**src/rtl/msim_pkg.sv**
```systemverilog
// constants and types for the motor driver simulation-mode block
// assumes one core clock domain and no register bus
package msim_pkg;

  // ----------------------------------------------------------------
  // simulation-mode setting
  // ----------------------------------------------------------------
  localparam logic [1:0] SIM_REAL      = 2'h0;
  localparam logic [1:0] SIM_NO_INFO   = 2'h1;
  localparam logic [1:0] SIM_WRAP_1800 = 2'h2;
  localparam logic [1:0] SIM_WRAP_900  = 2'h3;
  localparam logic [1:0] SIM_MODE_RST  = 2'h0;

  // ----------------------------------------------------------------
  // wrap ranges in revolutions for the fixed virtual settings
  // ----------------------------------------------------------------
  localparam logic [15:0] WRAP_REV_1800 = 16'h0708;
  localparam logic [15:0] WRAP_REV_900  = 16'h0384;

  // ----------------------------------------------------------------
  // firmware version, fixed point x100 (4.00)
  // ----------------------------------------------------------------
  localparam logic [15:0] FW_VER_400 = 16'h0190;

  // ----------------------------------------------------------------
  // coordinate, widths and reset values
  // ----------------------------------------------------------------
  localparam int          POS_W      = 32;
  localparam logic [31:0] POS_RST    = 32'h0000_0000;
  localparam logic [31:0] ZERO_VALUE = 32'h0000_0000;
  localparam logic [15:0] UNDEF_VAL  = 16'hFFFF;

  // ----------------------------------------------------------------
  // stored operation modes
  // ----------------------------------------------------------------
  localparam logic [3:0] OP_ABS       = 4'h0;
  localparam logic [3:0] OP_INC_CMD   = 4'h1;
  localparam logic [3:0] OP_INC_FB    = 4'h2;
  localparam logic [3:0] OP_CONT_POS  = 4'h3;
  localparam logic [3:0] OP_WRAP_ABS  = 4'h4;
  localparam logic [3:0] OP_WRAP_PROX = 4'h5;
  localparam logic [3:0] OP_WRAP_FW   = 4'h6;
  localparam logic [3:0] OP_WRAP_RV   = 4'h7;
  localparam logic [3:0] OP_WRAP_ABS_PSH  = 4'h8;
  localparam logic [3:0] OP_WRAP_PROX_PSH = 4'h9;
  localparam logic [3:0] OP_WRAP_FORWARD_SPEED_PUSH_INPUT   = 4'hA;
  localparam logic [3:0] OP_WRAP_REVERSE_SPEED_PUSH_INPUT   = 4'hB;
  localparam logic [3:0] OP_CONT_SPD  = 4'hC;
  localparam logic [3:0] OP_CONT_PSH  = 4'hD;
  localparam logic [3:0] OP_CONT_TRQ  = 4'hE;
  localparam logic [3:0] OP_ABS_PSH   = 4'hF;

  // ----------------------------------------------------------------
  // homing methods and motion kinds
  // ----------------------------------------------------------------
  localparam logic [1:0] HOME_3SNS = 2'h0;
  localparam logic [1:0] HOME_2SNS = 2'h1;
  localparam logic [1:0] HOME_1SNS = 2'h2;
  localparam logic [1:0] HOME_PUSH = 2'h3;

  typedef enum logic [2:0] {
    MS_IDLE  = 3'b000,
    MS_MOVE  = 3'b001,
    MS_CONT  = 3'b011,
    MS_HOME  = 3'b010,
    MS_FHOME = 3'b110,
    MS_PULSE = 3'b111
  } msim_state_t;

endpackage

```
**src/rtl/msim_core.sv**
```systemverilog
// simulation-mode core of a stepping-motor driver: virtual motion,
// coordinates, monitors, forced outputs and alarm suppression
// assumes start/sensor/pulse pins asynchronous, config from same clock
`timescale 1ns/1ps
`default_nettype none
module msim_core
  import msim_pkg::*;
(
  // clock and reset
  input  wire logic                 i_core_clk,
  input  wire logic                 i_arst_n,
  // configuration, same clock; sim mode, fw version and sensor priority read once at reset release
  input  wire logic [1:0]           i_sim_mode,
  input  wire logic [15:0]          i_fw_version,
  input  wire logic                 i_sensor_priority,
  input  wire logic [15:0]          i_user_wrap_rev,
  input  wire logic                 i_user_wrap_en,
  input  wire logic [15:0]          i_sensor_wrap_rev,
  input  wire logic                 i_sensor_wrap_en,
  input  wire logic                 i_io_param_invert,
  // motor and sensor
  input  wire logic                 i_motor_connected,
  input  wire logic [15:0]          i_sensor_status,
  input  wire logic                 i_sensor_error,
  // stored data
  input  wire logic                 i_start,
  input  wire logic                 i_sequential_start_input,
  input  wire logic [7:0]           i_data_select_start_inputs,
  input  wire logic [3:0]           i_op_mode,
  input  wire logic [POS_W-1:0]     i_op_target,
  // macro inputs
  input  wire logic                 i_forward_continuous_position_input,
  input  wire logic                 i_reverse_continuous_position_input,
  input  wire logic                 i_forward_speed_control_input,
  input  wire logic                 i_reverse_speed_control_input,
  input  wire logic                 i_forward_speed_push_input,
  input  wire logic                 i_reverse_speed_push_input,
  input  wire logic                 i_forward_jog_input,
  input  wire logic                 i_reverse_jog_input,
  input  wire logic                 i_forward_fast_jog_input,
  input  wire logic                 i_reverse_fast_jog_input,
  input  wire logic                 i_forward_inching_input,
  input  wire logic                 i_reverse_inching_input,
  input  wire logic                 i_forward_combined_jog_input,
  input  wire logic                 i_reverse_combined_jog_input,
  input  wire logic                 i_stop,
  // direct data from serial link decoder, same clock
  input  wire logic                 i_direct_valid,
  input  wire logic [3:0]           i_direct_mode,
  input  wire logic [POS_W-1:0]     i_direct_target,
  // homing
  input  wire logic                 i_home,
  input  wire logic                 i_fast_homing_input,
  input  wire logic [1:0]           i_home_method,
  input  wire logic                 i_home_sensor,
  input  wire logic                 i_limit_sensor,
  input  wire logic                 i_preset,
  input  wire logic [POS_W-1:0]     i_preset_value,
  // pulse input
  input  wire logic                 i_pulse_mode,
  input  wire logic                 i_pulse,
  input  wire logic                 i_pulse_dir,
  // free input, normal-time status
  input  wire logic                 i_free,
  input  wire logic                 i_abs_valid_normal,
  input  wire logic                 i_preset_set_normal,
  input  wire logic                 i_factory_set_normal,
  // coordinates and monitors
  output logic [POS_W-1:0]          o_command_pos,
  output logic [POS_W-1:0]          o_motor_pos,
  output logic [POS_W-1:0]          o_pos_deviation,
  output logic [POS_W-1:0]          o_speed_deviation,
  output logic [15:0]               o_calc_load,
  output logic [15:0]               o_calc_torque,
  output logic [POS_W-1:0]          o_overflow_rot,
  output logic [15:0]               o_load_factor,
  output logic [15:0]               o_motor_status,
  output logic [15:0]               o_wrap_rev,
  output logic                      o_wrap_en,
  output logic                      o_sim_active,
  output logic                      o_busy,
  output logic                      o_homing_refused,
  // signal-level outputs and physical drive
  output logic                      o_excitation_state_output,
  output logic                      o_brake_release_output,
  output logic                      o_phys_excite,
  output logic                      o_phys_brake_release,
  output logic                      o_absolute_position_valid_output,
  output logic                      o_preset_home_set_output,
  output logic                      o_factory_home_set_output,
  output logic                      o_sensor_alarm,
  output logic                      o_sensor_home_write
);

  // ----------------------------------------------------------------
  // pin synchronisers and start edges
  // ----------------------------------------------------------------
  localparam int NP = 32;
  logic [NP-1:0] pin_raw, pin_s, pin_rise;

  assign pin_raw = {i_start, i_sequential_start_input,
                    i_data_select_start_inputs,
                    i_forward_continuous_position_input,
                    i_reverse_continuous_position_input,
                    i_forward_speed_control_input,
                    i_reverse_speed_control_input,
                    i_forward_speed_push_input,
                    i_reverse_speed_push_input,
                    i_forward_jog_input, i_reverse_jog_input,
                    i_forward_fast_jog_input, i_reverse_fast_jog_input,
                    i_forward_inching_input, i_reverse_inching_input,
                    i_forward_combined_jog_input,
                    i_reverse_combined_jog_input,
                    i_stop, i_home, i_fast_homing_input,
                    i_home_sensor, i_limit_sensor, i_pulse,
                    i_pulse_dir, i_free};

  msim_sync #(.W(NP)) u_sync (
    .i_core_clk (i_core_clk),
    .i_arst_n   (i_arst_n),
    .i_async    (pin_raw),
    .o_sync     (pin_s)
  );

  msim_edge #(.W(NP)) u_edge (
    .i_core_clk (i_core_clk),
    .i_arst_n   (i_arst_n),
    .i_level    (pin_s),
    .o_rise     (pin_rise)
  );

  logic sd_go, mac_go, stop_s, home_go, fhome_go, hsns_s, lsns_s;
  logic pulse_rise, pdir_s, free_s, any_fw;
  assign sd_go      = |pin_rise[31:22];
  assign mac_go     = |pin_rise[21:8];
  assign any_fw     = |(pin_rise[21:8] & 14'h2AAA);
  assign stop_s     = pin_s[7];
  assign home_go    = pin_rise[6];
  assign fhome_go   = pin_rise[5];
  assign hsns_s     = pin_s[4];
  assign lsns_s     = pin_s[3];
  assign pulse_rise = pin_rise[2];
  assign pdir_s     = pin_s[1];
  assign free_s     = pin_s[0];

  // ----------------------------------------------------------------
  // mode latch: caught only after reset release (power cycle)
  // ----------------------------------------------------------------
  logic       cfg_done_reg;
  logic [1:0] mode_reg;
  logic       old_fw_reg, prio_reg;

  always_ff @(posedge i_core_clk or negedge i_arst_n) begin
    if (!i_arst_n) begin
      cfg_done_reg <= 1'b0;
      mode_reg     <= SIM_MODE_RST;
      old_fw_reg   <= 1'b0;
      prio_reg     <= 1'b0;
    end else if (!cfg_done_reg) begin
      cfg_done_reg <= 1'b1;
      mode_reg     <= i_sim_mode;
      old_fw_reg   <= (i_fw_version < FW_VER_400);
      prio_reg     <= i_sensor_priority;
    end
  end

  logic sim;
  assign sim = cfg_done_reg && (mode_reg != SIM_REAL);

  // old firmware treats mode 3 like mode 1
  logic [1:0] eff_mode;
  assign eff_mode = (old_fw_reg && mode_reg == SIM_WRAP_900) ?
                    SIM_NO_INFO : mode_reg;

  // ----------------------------------------------------------------
  // coordinate source
  // ----------------------------------------------------------------
  always_comb begin
    if (i_motor_connected && prio_reg) begin
      o_wrap_rev = i_sensor_wrap_rev;
      o_wrap_en  = i_sensor_wrap_en;
    end else if (i_motor_connected || !prio_reg ||
                 eff_mode == SIM_NO_INFO) begin
      o_wrap_rev = i_user_wrap_rev;
      o_wrap_en  = i_user_wrap_en;
    end else if (eff_mode == SIM_WRAP_1800) begin
      o_wrap_rev = WRAP_REV_1800;
      o_wrap_en  = 1'b1;
    end else begin
      o_wrap_rev = WRAP_REV_900;
      o_wrap_en  = 1'b1;
    end
  end

  // ----------------------------------------------------------------
  // motion state machine
  // ----------------------------------------------------------------
  msim_state_t  state_reg;
  logic [POS_W-1:0] cmd_reg, tgt_reg;
  logic             dir_reg, refused_reg;

  // push and speed variants collapse onto position control
  function automatic logic [3:0] map_mode(input logic [3:0] m);
    unique case (m)
      OP_WRAP_ABS_PSH:  map_mode = OP_WRAP_ABS;
      OP_WRAP_PROX_PSH: map_mode = OP_WRAP_PROX;
      OP_WRAP_FORWARD_SPEED_PUSH_INPUT:   map_mode = OP_WRAP_FW;
      OP_WRAP_REVERSE_SPEED_PUSH_INPUT:   map_mode = OP_WRAP_RV;
      OP_CONT_SPD, OP_CONT_PSH, OP_CONT_TRQ: map_mode = OP_CONT_POS;
      OP_ABS_PSH:       map_mode = OP_ABS;
      default:          map_mode = m;
    endcase
  endfunction

  logic       req_go;
  logic [3:0] req_mode;
  logic [POS_W-1:0] req_tgt;
  always_comb begin
    req_go   = sd_go | i_direct_valid;
    req_mode = map_mode(i_direct_valid ? i_direct_mode : i_op_mode);
    req_tgt  = i_direct_valid ? i_direct_target : i_op_target;
    if (req_mode == OP_INC_CMD || req_mode == OP_INC_FB) begin
      req_tgt = POS_W'(cmd_reg + req_tgt);
    end
  end

  logic fhome_ok;
  assign fhome_ok = !old_fw_reg || i_motor_connected;

  always_ff @(posedge i_core_clk or negedge i_arst_n) begin
    if (!i_arst_n) begin
      state_reg   <= MS_IDLE;
      cmd_reg     <= POS_RST;
      tgt_reg     <= POS_RST;
      dir_reg     <= 1'b0;
      refused_reg <= 1'b0;
    end else if (!sim) begin
      state_reg   <= MS_IDLE;
      refused_reg <= 1'b0;
    end else begin
      refused_reg <= 1'b0;
      unique case (state_reg)
        MS_IDLE: begin
          if (i_preset) begin
            cmd_reg <= i_preset_value;
          end else if (req_go) begin
            tgt_reg   <= req_tgt;
            dir_reg   <= (req_tgt < cmd_reg);
            state_reg <= (req_mode == OP_CONT_POS) ? MS_CONT : MS_MOVE;
          end else if (mac_go) begin
            dir_reg   <= !any_fw;
            state_reg <= MS_CONT;
          end else if (home_go && i_home_method != HOME_PUSH) begin
            dir_reg   <= 1'b1;
            state_reg <= MS_HOME;
          end else if (fhome_go) begin
            if (fhome_ok) begin
              state_reg <= MS_FHOME;
            end else begin
              refused_reg <= 1'b1;
            end
          end else if (i_pulse_mode) begin
            state_reg <= MS_PULSE;
          end
        end
        MS_MOVE: begin
          if (stop_s || cmd_reg == tgt_reg) begin
            state_reg <= MS_IDLE;
          end else begin
            cmd_reg <= dir_reg ? cmd_reg - 1'b1 : cmd_reg + 1'b1;
          end
        end
        MS_CONT: begin
          if (stop_s || ~|pin_s[21:8] & ~|pin_s[31:22]) begin
            state_reg <= MS_IDLE;
          end else begin
            cmd_reg <= dir_reg ? cmd_reg - 1'b1 : cmd_reg + 1'b1;
          end
        end
        MS_HOME: begin
          // sensors never fire by themselves; master drives them
          if (stop_s) begin
            state_reg <= MS_IDLE;
          end else if (hsns_s) begin
            cmd_reg   <= POS_RST;
            state_reg <= MS_IDLE;
          end else if (lsns_s && i_home_method != HOME_1SNS) begin
            dir_reg <= ~dir_reg;
          end else begin
            cmd_reg <= dir_reg ? cmd_reg - 1'b1 : cmd_reg + 1'b1;
          end
        end
        MS_FHOME: begin
          if (stop_s || cmd_reg == POS_RST) begin
            state_reg <= MS_IDLE;
          end else begin
            cmd_reg <= cmd_reg[POS_W-1] ? cmd_reg + 1'b1
                                        : cmd_reg - 1'b1;
          end
        end
        MS_PULSE: begin
          if (!i_pulse_mode) begin
            state_reg <= MS_IDLE;
          end else if (pulse_rise) begin
            cmd_reg <= pdir_s ? cmd_reg - 1'b1 : cmd_reg + 1'b1;
          end
        end
        default: state_reg <= MS_IDLE;
      endcase
    end
  end

  // ----------------------------------------------------------------
  // monitors (registered); command position and status flags taken straight from the state
  // ----------------------------------------------------------------
  always_ff @(posedge i_core_clk or negedge i_arst_n) begin
    if (!i_arst_n) begin
      o_motor_pos       <= POS_RST;
      o_motor_status    <= 16'h0000;
      o_pos_deviation   <= ZERO_VALUE;
      o_speed_deviation <= ZERO_VALUE;
      o_overflow_rot    <= ZERO_VALUE;
      o_load_factor     <= 16'h0000;
      o_calc_load       <= UNDEF_VAL;
      o_calc_torque     <= UNDEF_VAL;
    end else begin
      o_motor_pos       <= cmd_reg;
      o_motor_status    <= i_sensor_status;
      o_pos_deviation   <= ZERO_VALUE;
      o_speed_deviation <= ZERO_VALUE;
      o_overflow_rot    <= ZERO_VALUE;
      o_load_factor     <= 16'h0000;
      o_calc_load       <= UNDEF_VAL;
      o_calc_torque     <= UNDEF_VAL;
    end
  end

  assign o_command_pos    = cmd_reg;
  assign o_sim_active     = sim;
  assign o_busy           = (state_reg != MS_IDLE);
  assign o_homing_refused = refused_reg;

  // ----------------------------------------------------------------
  // signal outputs; I/O config parameters are not applied in sim
  // ----------------------------------------------------------------
  logic io_inv;
  assign io_inv = i_io_param_invert & ~sim;

  logic abs_v, pre_v, fac_v;
  always_comb begin
    if (!old_fw_reg) begin
      abs_v = 1'b1;
      pre_v = 1'b0;
      fac_v = 1'b0;
    end else if (!i_motor_connected) begin
      abs_v = 1'b0;
      pre_v = 1'b0;
      fac_v = 1'b0;
    end else begin
      abs_v = i_abs_valid_normal;
      pre_v = i_preset_set_normal;
      fac_v = i_factory_set_normal;
    end
  end

  always_ff @(posedge i_core_clk or negedge i_arst_n) begin
    if (!i_arst_n) begin
      o_excitation_state_output        <= 1'b0;
      o_brake_release_output           <= 1'b0;
      o_phys_excite                    <= 1'b0;
      o_phys_brake_release             <= 1'b0;
      o_absolute_position_valid_output <= 1'b0;
      o_preset_home_set_output         <= 1'b0;
      o_factory_home_set_output        <= 1'b0;
      o_sensor_alarm                   <= 1'b0;
      o_sensor_home_write              <= 1'b0;
    end else begin
      // signal level still follows the free input
      // io_inv is zero in sim, so no parameter can flip these levels
      o_excitation_state_output <= (sim & ~free_s) ^ io_inv;
      o_brake_release_output    <= (sim & ~free_s) ^ io_inv;
      o_phys_excite             <= 1'b0;
      o_phys_brake_release      <= 1'b0;
      o_absolute_position_valid_output <= sim ? abs_v
                                              : i_abs_valid_normal;
      o_preset_home_set_output  <= sim ? pre_v : i_preset_set_normal;
      o_factory_home_set_output <= sim ? fac_v : i_factory_set_normal;
      o_sensor_alarm            <= cfg_done_reg & ~sim
                                   & i_sensor_error;
      o_sensor_home_write       <= 1'b0;
    end
  end

endmodule
`default_nettype wire

```
**src/rtl/msim_edge.sv**
```systemverilog
// rising-edge detector on already synchronised levels
// assumes inputs are on i_core_clk
`timescale 1ns/1ps
`default_nettype none
module msim_edge #(
  parameter int W = 1
) (
  // clock and reset
  input  wire logic         i_core_clk,
  input  wire logic         i_arst_n,
  // levels in, pulses out
  input  wire logic [W-1:0] i_level,
  output logic      [W-1:0] o_rise
);
  logic [W-1:0] last_reg;

  always_ff @(posedge i_core_clk or negedge i_arst_n) begin
    if (!i_arst_n) begin
      last_reg <= '0;
    end else begin
      last_reg <= i_level;
    end
  end

  assign o_rise = i_level & ~last_reg;
endmodule
`default_nettype wire

```
**src/rtl/msim_sync.sv**
```systemverilog
// two-flop synchroniser for a bus of pin inputs
// assumes the inputs are asynchronous to i_core_clk
`timescale 1ns/1ps
`default_nettype none
module msim_sync #(
  parameter int W = 1
) (
  // clock and reset
  input  wire logic         i_core_clk,
  input  wire logic         i_arst_n,
  // data
  input  wire logic [W-1:0] i_async,
  output logic      [W-1:0] o_sync
);
  logic [W-1:0] meta_reg;

  always_ff @(posedge i_core_clk or negedge i_arst_n) begin
    if (!i_arst_n) begin
      meta_reg <= '0;
      o_sync   <= '0;
    end else begin
      meta_reg <= i_async;
      o_sync   <= meta_reg;
    end
  end
endmodule
`default_nettype wire
```
**config.mk**
```make
export PLATFORM = sky130hd
export DESIGN_NAME = msim_core
export DESIGN_NICKNAME = d
export VERILOG_FILES = /design/src/rtl/msim_pkg.sv /design/src/rtl/msim_core.sv /design/src/rtl/msim_edge.sv /design/src/rtl/msim_sync.sv
export SDC_FILE = /design/constraint.sdc
export NUM_CORES = 1
export LEC_CHECK = 0
export ABC_AREA = 1
export BUFFER_PORTS_ARGS = -buffer_cell sky130_fd_sc_hd__buf_4
export CORE_ASPECT_RATIO = 0.6
export CORE_MARGIN = 1
export CORE_UTILIZATION = 41
export CTS_CLUSTER_DIAMETER = 50
export CTS_CLUSTER_SIZE = 25
export DETAILED_ROUTE_END_ITERATION = 8
export PLACE_DENSITY = 0.67
export SYNTH_ARGS = -nofsm -noshare
export SYNTH_HDL_FRONTEND = slang
export SYNTH_SLANG_ARGS = --single-unit
```
**constraint.sdc**
```tcl
create_clock -name i_core_clk -period 4 [get_ports i_core_clk]
set_clock_uncertainty 0.2 [all_clocks]
set_input_delay 0.6 -clock i_core_clk [delete_from_list [all_inputs] [get_ports i_core_clk]]
set_output_delay 0.6 -clock i_core_clk [all_outputs]
set_load 0.01 [all_outputs]
```
### After elaboration in Yosys (flattened, before gate mapping)

Cells that the tools add are included.

| storage, ports and cells | value |
|---|---|
| input bits | 218 |
| logic and storage cells | 176 |
| flip-flop bits (word level) | 223 |
| output and inout port bits | 253 |

| operators by class | value |
|---|---|
| reduce and logical (&&, ||, !) cells | 33 |
| order comparisons | 2 |
| equality and inequality tests | 42 |
| bitwise gates (word level) | 13 |
| multiplexer cells | 64 |
| add/subtract/negate cells | 3 |

Operators with widths:

| cell | number |
|---|---|
| 32-bit two-way mux | 14 |
| 32-bit case mux with 6 select lines | 1 |
| 3-bit two-way mux | 14 |
| 32-bit by 1-bit adder with 32-bit output, second input constant | 1 |
| 32-bit adder | 1 |
| 32-bit bitwise AND | 1 |
| 32-bit == test | 1 |
| 4-bit == test, second input constant | 8 |
| 32-bit zero test | 1 |
| 32-bit less-than comparator | 1 |
| 16-bit two-way mux | 2 |
| 32-bit inverter | 1 |
| 32-bit by 1-bit subtractor with 32-bit output, second input constant | 1 |
| 14-bit OR reduction | 2 |
| 1-bit two-way mux | 26 |
| 2-bit inequality test, second input constant | 12 |
| 4-bit case mux with 6 select lines | 1 |
| 10-bit OR reduction | 2 |
| 3-bit case mux with 6 select lines | 1 |
| 16-bit by 9-bit less-than comparator with 1-bit output, second input constant | 1 |
| 3-bit inequality test, second input constant | 5 |
| 7-bit inequality test, second input constant | 2 |
| 11-bit two-way mux | 1 |
| 10-bit AND reduction | 1 |
| other kinds (29) | 56 |

### Logic depth before layout (Yosys ltp)

| logic depth | value |
|---|---|
| word-level depth | 11 |
| gate-level depth with buffers | 30 |
| mapped depth without buffers | 29 |

### Hierarchy

From an unflattened synthesis, not the netlist that was laid out.

| unflattened totals | value |
|---|---|
| cell total of the unflattened synthesis | 1906 |
| area total of the unflattened synthesis | 14813.0 um2 |

By module, submodules not included:

| module | seq. area each (um2) | cells each | instances | area each (um2) |
|---|---|---|---|---|
| msim_core | 3178.0 | 1746 | 1 | 12090.3 |
| msim_sync | 1601.5 | 64 | 1 | 1601.5 |
| msim_edge | 800.8 | 96 | 1 | 1121.1 |

### Worst setup path before layout

No wires, ideal clock.

| timing path | value |
|---|---|
| path kind | in2reg |
| from | in i_direct_valid |
| to | reg dir_reg |
| path slack | -142 ps |
| arrival time | 3826 ps |
| buffers on the path | 2 |
| stages | 26 |
| setup time | 116 ps |
| data required time | 3684 ps |
| cell sequence | inv_2 > clkbuf_1 > clkbuf_1 > nand2_1 > nand2_1 > ha_1 > a21oi_1 > o21ai_1 > nand2_1 > nand2_1 > a21oi_1 > o21ai_2 > nand3_1 > nand2_1 > a21oi_1 > nand2b_1 > nand3_1 > and2_1 > ha_1 > nand4_1 > nor4_1 > nand2_1 > nand2_1 > nand2_1 > nand2_1 > nand2_1 |

| on the way | value |
|---|---|
| word-level cells in the longest chain between the ends | 11 |
| elaborated cells between the ends (all ways) | 24 |
| classes of those cells | add/sub (1); order compare (1); eq/ne (11); mux (7); bitwise (1); reduce/logical (3) |

Ends and longest elaborated chain:

| what | RTL line | RTL |
|---|---|---|
| from (decl) | msim_core.sv:48 | `input wire logic i_direct_valid,` |
| parallel branches: the longest is 6 deep, another holds 32-bit adder | n/a |  |
| 32-bit two-way mux (*) | msim_core.sv:222 | `if (req_mode == OP_INC_CMD \|\| req_mode == OP_INC_FB) begin` |
| net req_tgt[20] | msim_core.sv:217 | `logic [POS_W-1:0] req_tgt;` |
| 32-bit less-than comparator (*) | msim_core.sv:248 | `dir_reg <= (req_tgt < cmd_reg);` |
| 1-bit two-way mux (*) | msim_core.sv:246 | `end else if (req_go) begin` |
| 1-bit two-way mux (*) | msim_core.sv:244 | `if (i_preset) begin` |
| 1-bit case mux with 2 select lines (*) | msim_core.sv:242 | `unique case (state_reg)` |
| to (signal assigned) | msim_core.sv:248 |  |
| to (signal assigned) | msim_core.sv:251 | `dir_reg <= !any_fw;` |
| to (signal assigned) | msim_core.sv:288 | `dir_reg <= ~dir_reg;` |
| to (decl) | msim_core.sv:200 | `logic dir_reg, refused_reg;` |

Mark *: on every way through the listed nets, which the timed path passes. The select of a mux whose other input is x is not followed.
A chain may end at the register's enable or synchronous reset.

### Worst setup path in the final report

Ends and elaborated chain as after synthesis.

==> results.md <==
- Antenna-violating nets left: 0
- Vias per cell: around 5.0
- Vias in the first global route: 13,298
- Seq cells post-synth: around 220
- Post-synthesis sequential area ratio: 0.3780
- Initial Util: 0.4225
- Slew Limit Headroom: 0.3008
- Vias: 14,396
- Die ar.: around 0.036 mm^2
- CP startpoint: i_direct_valid
- Tot Pwr: about 0.014 W
- Layout cells sized above 1: 0.3264
- Hold Path Stages: 3
- Area delta synth->final: 41.54%
- Antenna cells: 0
- CTS root buffer: clkbuf_16
- Peak fanout along the critical path: 8
- Worst R2R Path Depth: 24
- Layout Nets: ~2,700
- Starting DRT DRC Count: 1,262
- EDFF count, synth: 0
- Status: completed
- Clk slew on worst S/H paths: roughly 0.07 ns
- Final Cycle Share: 0.9809
- Synth Cell Area: 0.01443 mm^2
- DRT Pass-1 Iters: 5
- Setup crit end kind: register
- Startpoint Class: input port
- Tot GR Track Use: 0.2762
- R2R setup slack: between 0.1 and 0.15 ns
- Final hold violation count: 0
- Crit path kind: input port to register
- Core Area: ~0.034 mm^2
- Clk_lat worst skew: ~0.57 ns
- FF-to-FF End: dir_reg$_DFFE_PN0P_
- Num rows: 52
- Hold slack: ~0.028 ns
- Synthesis warning total: 0
- Synth cell types: a little over 60
- CTS Buffer Depth: 3
- Die height: 147.3 um
- Max-slew violation count: 0
- Initial antenna violation count: 0
- Clk sink count: 218
- Htree depth: 1
- Max VDD drop: 0.4571 mV
- Post-DR wirelength/cell: 18.43 um
- Async S/R FF share, synth: 1.000
- First-pass GRT wire length: ~76,000 um
- # setup viols final: 0
- Final wirelength: ~53,000 um
- Number of max-cap violations: 0
- CP Data Arrival Time: approximately 4.2 ns
- CTS tree: done
- GRT overflow: 0
- Post-route DRC: 0
- Mapped Cells: between 1,500 and 2,000
- Power Dens Cells: between 600 and 700 mW/mm^2
- RR Startpoint: o_command_pos[0]$_DFFE_PN0P_
- Tmin final: about 4 ns
- Die W: 244.2 um
- Routability Congestion: just over 0.9
- DP HPWL: approximately 40,000 um
- Port buffer count: ~320
- Critical Path RT: approximately 4.3 ns
- Worst setup path endpoint: dir_reg$_DFFE_PN0P_
- Hold crit path type: input port to register
- Largest net degree at the start of global routing: between 90 and 100
- Least-Margin Pin Slew: 1.039 ns
- LEAKAGE: 10.05 nW
- IO Pins: 471
- Num CTS Buffers: 25
- Average instance area after synthesis: 7.789 um^2
- Fmax: 254.9 MHz
- Most common flop cell mapped by yosys: dfrtp_1
==> critical path, stage by stage <==
cell	delay, ns
buf_6	0.11
buf_12	0.15
buf_8	0.14
nand2_4	0.06
nand2_2	0.06
ha_4	0.27
buf_4	0.11
nand2_2	0.05
nor2_2	0.13
a21oi_2	0.09
o21ai_2	0.26
nand2_1	0.12
nand2_2	0.16
nand4_1	0.22
nand2_1	0.13
nand2_1	0.06
nand3_1	0.07
o21ai_2	0.07
ha_1	0.35
nand2_4	0.07
nor2_4	0.10
nand4_1	0.19
nor4_2	0.25
nand2_1	0.09
nand2_1	0.09
nand2_1	0.05
nand2_1	0.06
nand2_1	0.05
==> cells by family after synthesis <==
kind of cell,Yosys count,share of synthesized area
multiplexers,2,0.001387
other,2,0.0005204
adder cells (fa/ha/maj),66,0.05774
flip-flops,218,0.3780
buffers and inverters,402,0.1494
XOR/XNOR,75,0.04551
AND/OR/NAND/NOR,761,0.2321
AO/OA/AOI/OAI,327,0.1354
==> worst min path at each step <==
stage	startpoint	end	slack, ns
after floorplan	i_arst_n	cfg_done_reg$_DFF_PN0_	0.10
after global placement	u_sync.meta_reg[3]$_DFF_PN0_	u_sync.o_sync[3]$_DFF_PN0_	0.13
after detailed placement	u_sync.meta_reg[16]$_DFF_PN0_	u_sync.o_sync[16]$_DFF_PN0_	0.13
after CTS	i_sim_mode[0]	mode_reg[0]$_DFFE_PN0N_	0.007
after global routing	i_sim_mode[0]	mode_reg[0]$_DFFE_PN0N_	0.03
final	i_sim_mode[0]	mode_reg[0]$_DFFE_PN0N_	0.03
==> final cells by class <==
cell class                      count  area, um^2
Inverter                          196       748.2
Multi-Input combinational cell   1379        8046
Clock buffer                       25       625.6
Sequential cell                   218        5455
Fill cell                        3092       13730
Clock inverter                     21       360.3
Timing Repair Buffer              575        4618
Tap cell                          459       574.3
==> routing by layer <==
metal	GRT usage	routed length (um)
met1	0.4119	24280
met2	0.4040	22840
met3	0.06978	4907
met4	0.04688	926
met5	0	0
==> cell usage after synthesis (3+ instances only) <==
library cell | number | area [um^2]
nand2_2 | 8 | 50.05
inv_1 | 171 | 641.9
nand3_2 | 7 | 70.07
clkinv_1 | 3 | 11.26
o21ai_0 | 117 | 585.6
o21bai_1 | 5 | 37.54
xor2_1 | 35 | 306.5
inv_2 | 20 | 75.07
a31oi_1 | 17 | 106.4
clkbuf_1 | 21 | 78.83
buf_4 | 152 | 1141
dfrtp_1 | 218 | 5455
o211ai_2 | 9 | 112.6
nand4_1 | 25 | 156.4
buf_1 | 7 | 26.28
a211oi_1 | 4 | 30.03
o22ai_1 | 13 | 81.33
nor3_2 | 5 | 50.05
nor2_1 | 137 | 514.2
or2_2 | 8 | 50.05
o311ai_0 | 3 | 26.28
buf_6 | 3 | 33.78
buf_2 | 19 | 95.09
o22ai_2 | 4 | 50.05
o221ai_1 | 11 | 96.34
o2111ai_1 | 5 | 43.79
a21oi_1 | 79 | 395.4
nor2_2 | 10 | 62.56
nand2_1 | 433 | 1625
o211ai_1 | 11 | 82.58
xnor2_1 | 40 | 350.3
o21ai_1 | 31 | 155.2
a21o_1 | 6 | 45.04
nor3_1 | 26 | 130.1
ha_1 | 65 | 813.3
nor2_4 | 8 | 90.09
nand3_1 | 58 | 290.3
nor4_1 | 21 | 131.4
nand3b_1 | 5 | 37.54
==> per-stage QoR <==
step	std cells	instance area, um^2	utilization	worst slack, ns	setup TNS (ns)
global route	2873	20430	0.5981	-0.1201	-0.1201
finish	2873	20430	0.5981	0.07645	0
CTS	2858	19600	0.5738	0.005641	0
global placement	2762	18080	0.5292	-0.6992	-0.6992
detailed placement	2762	18080	0.5292	-0.6775	-0.6775
floorplan	1999	14980	-	0.03234	0
==> cell usage in the layout, fill, tap and decap left out, types with 49 or more instances in the layout <==
cell           count
dfrtp_1          218
o21ai_0          102
buf_4            512
a21oi_1           58
inv_1            163
nand3_1           51
nor2_1           124
dlygate4sd3_1     49
nand2_1          400
conb_1           148
==> repair_timing <==
item                                    CTS  global route
buffers inserted                          1            12
cloned                                    0             3
pin swaps                                 2            56
endpoints found under the setup margin    1             1
hold endpoints to repair                140             0
resized for setup                        11           157
hold buffers                             49             0
==> power by group <==
part / internal, W / switching (W) / total, W
sequential: 0.00272 / 0.000414 / 0.00313
combinational: 0.00335 / 0.00452 / 0.00787
clock: 0.00133 / 0.00133 / 0.00267
(Power assumes the default switching activity.)
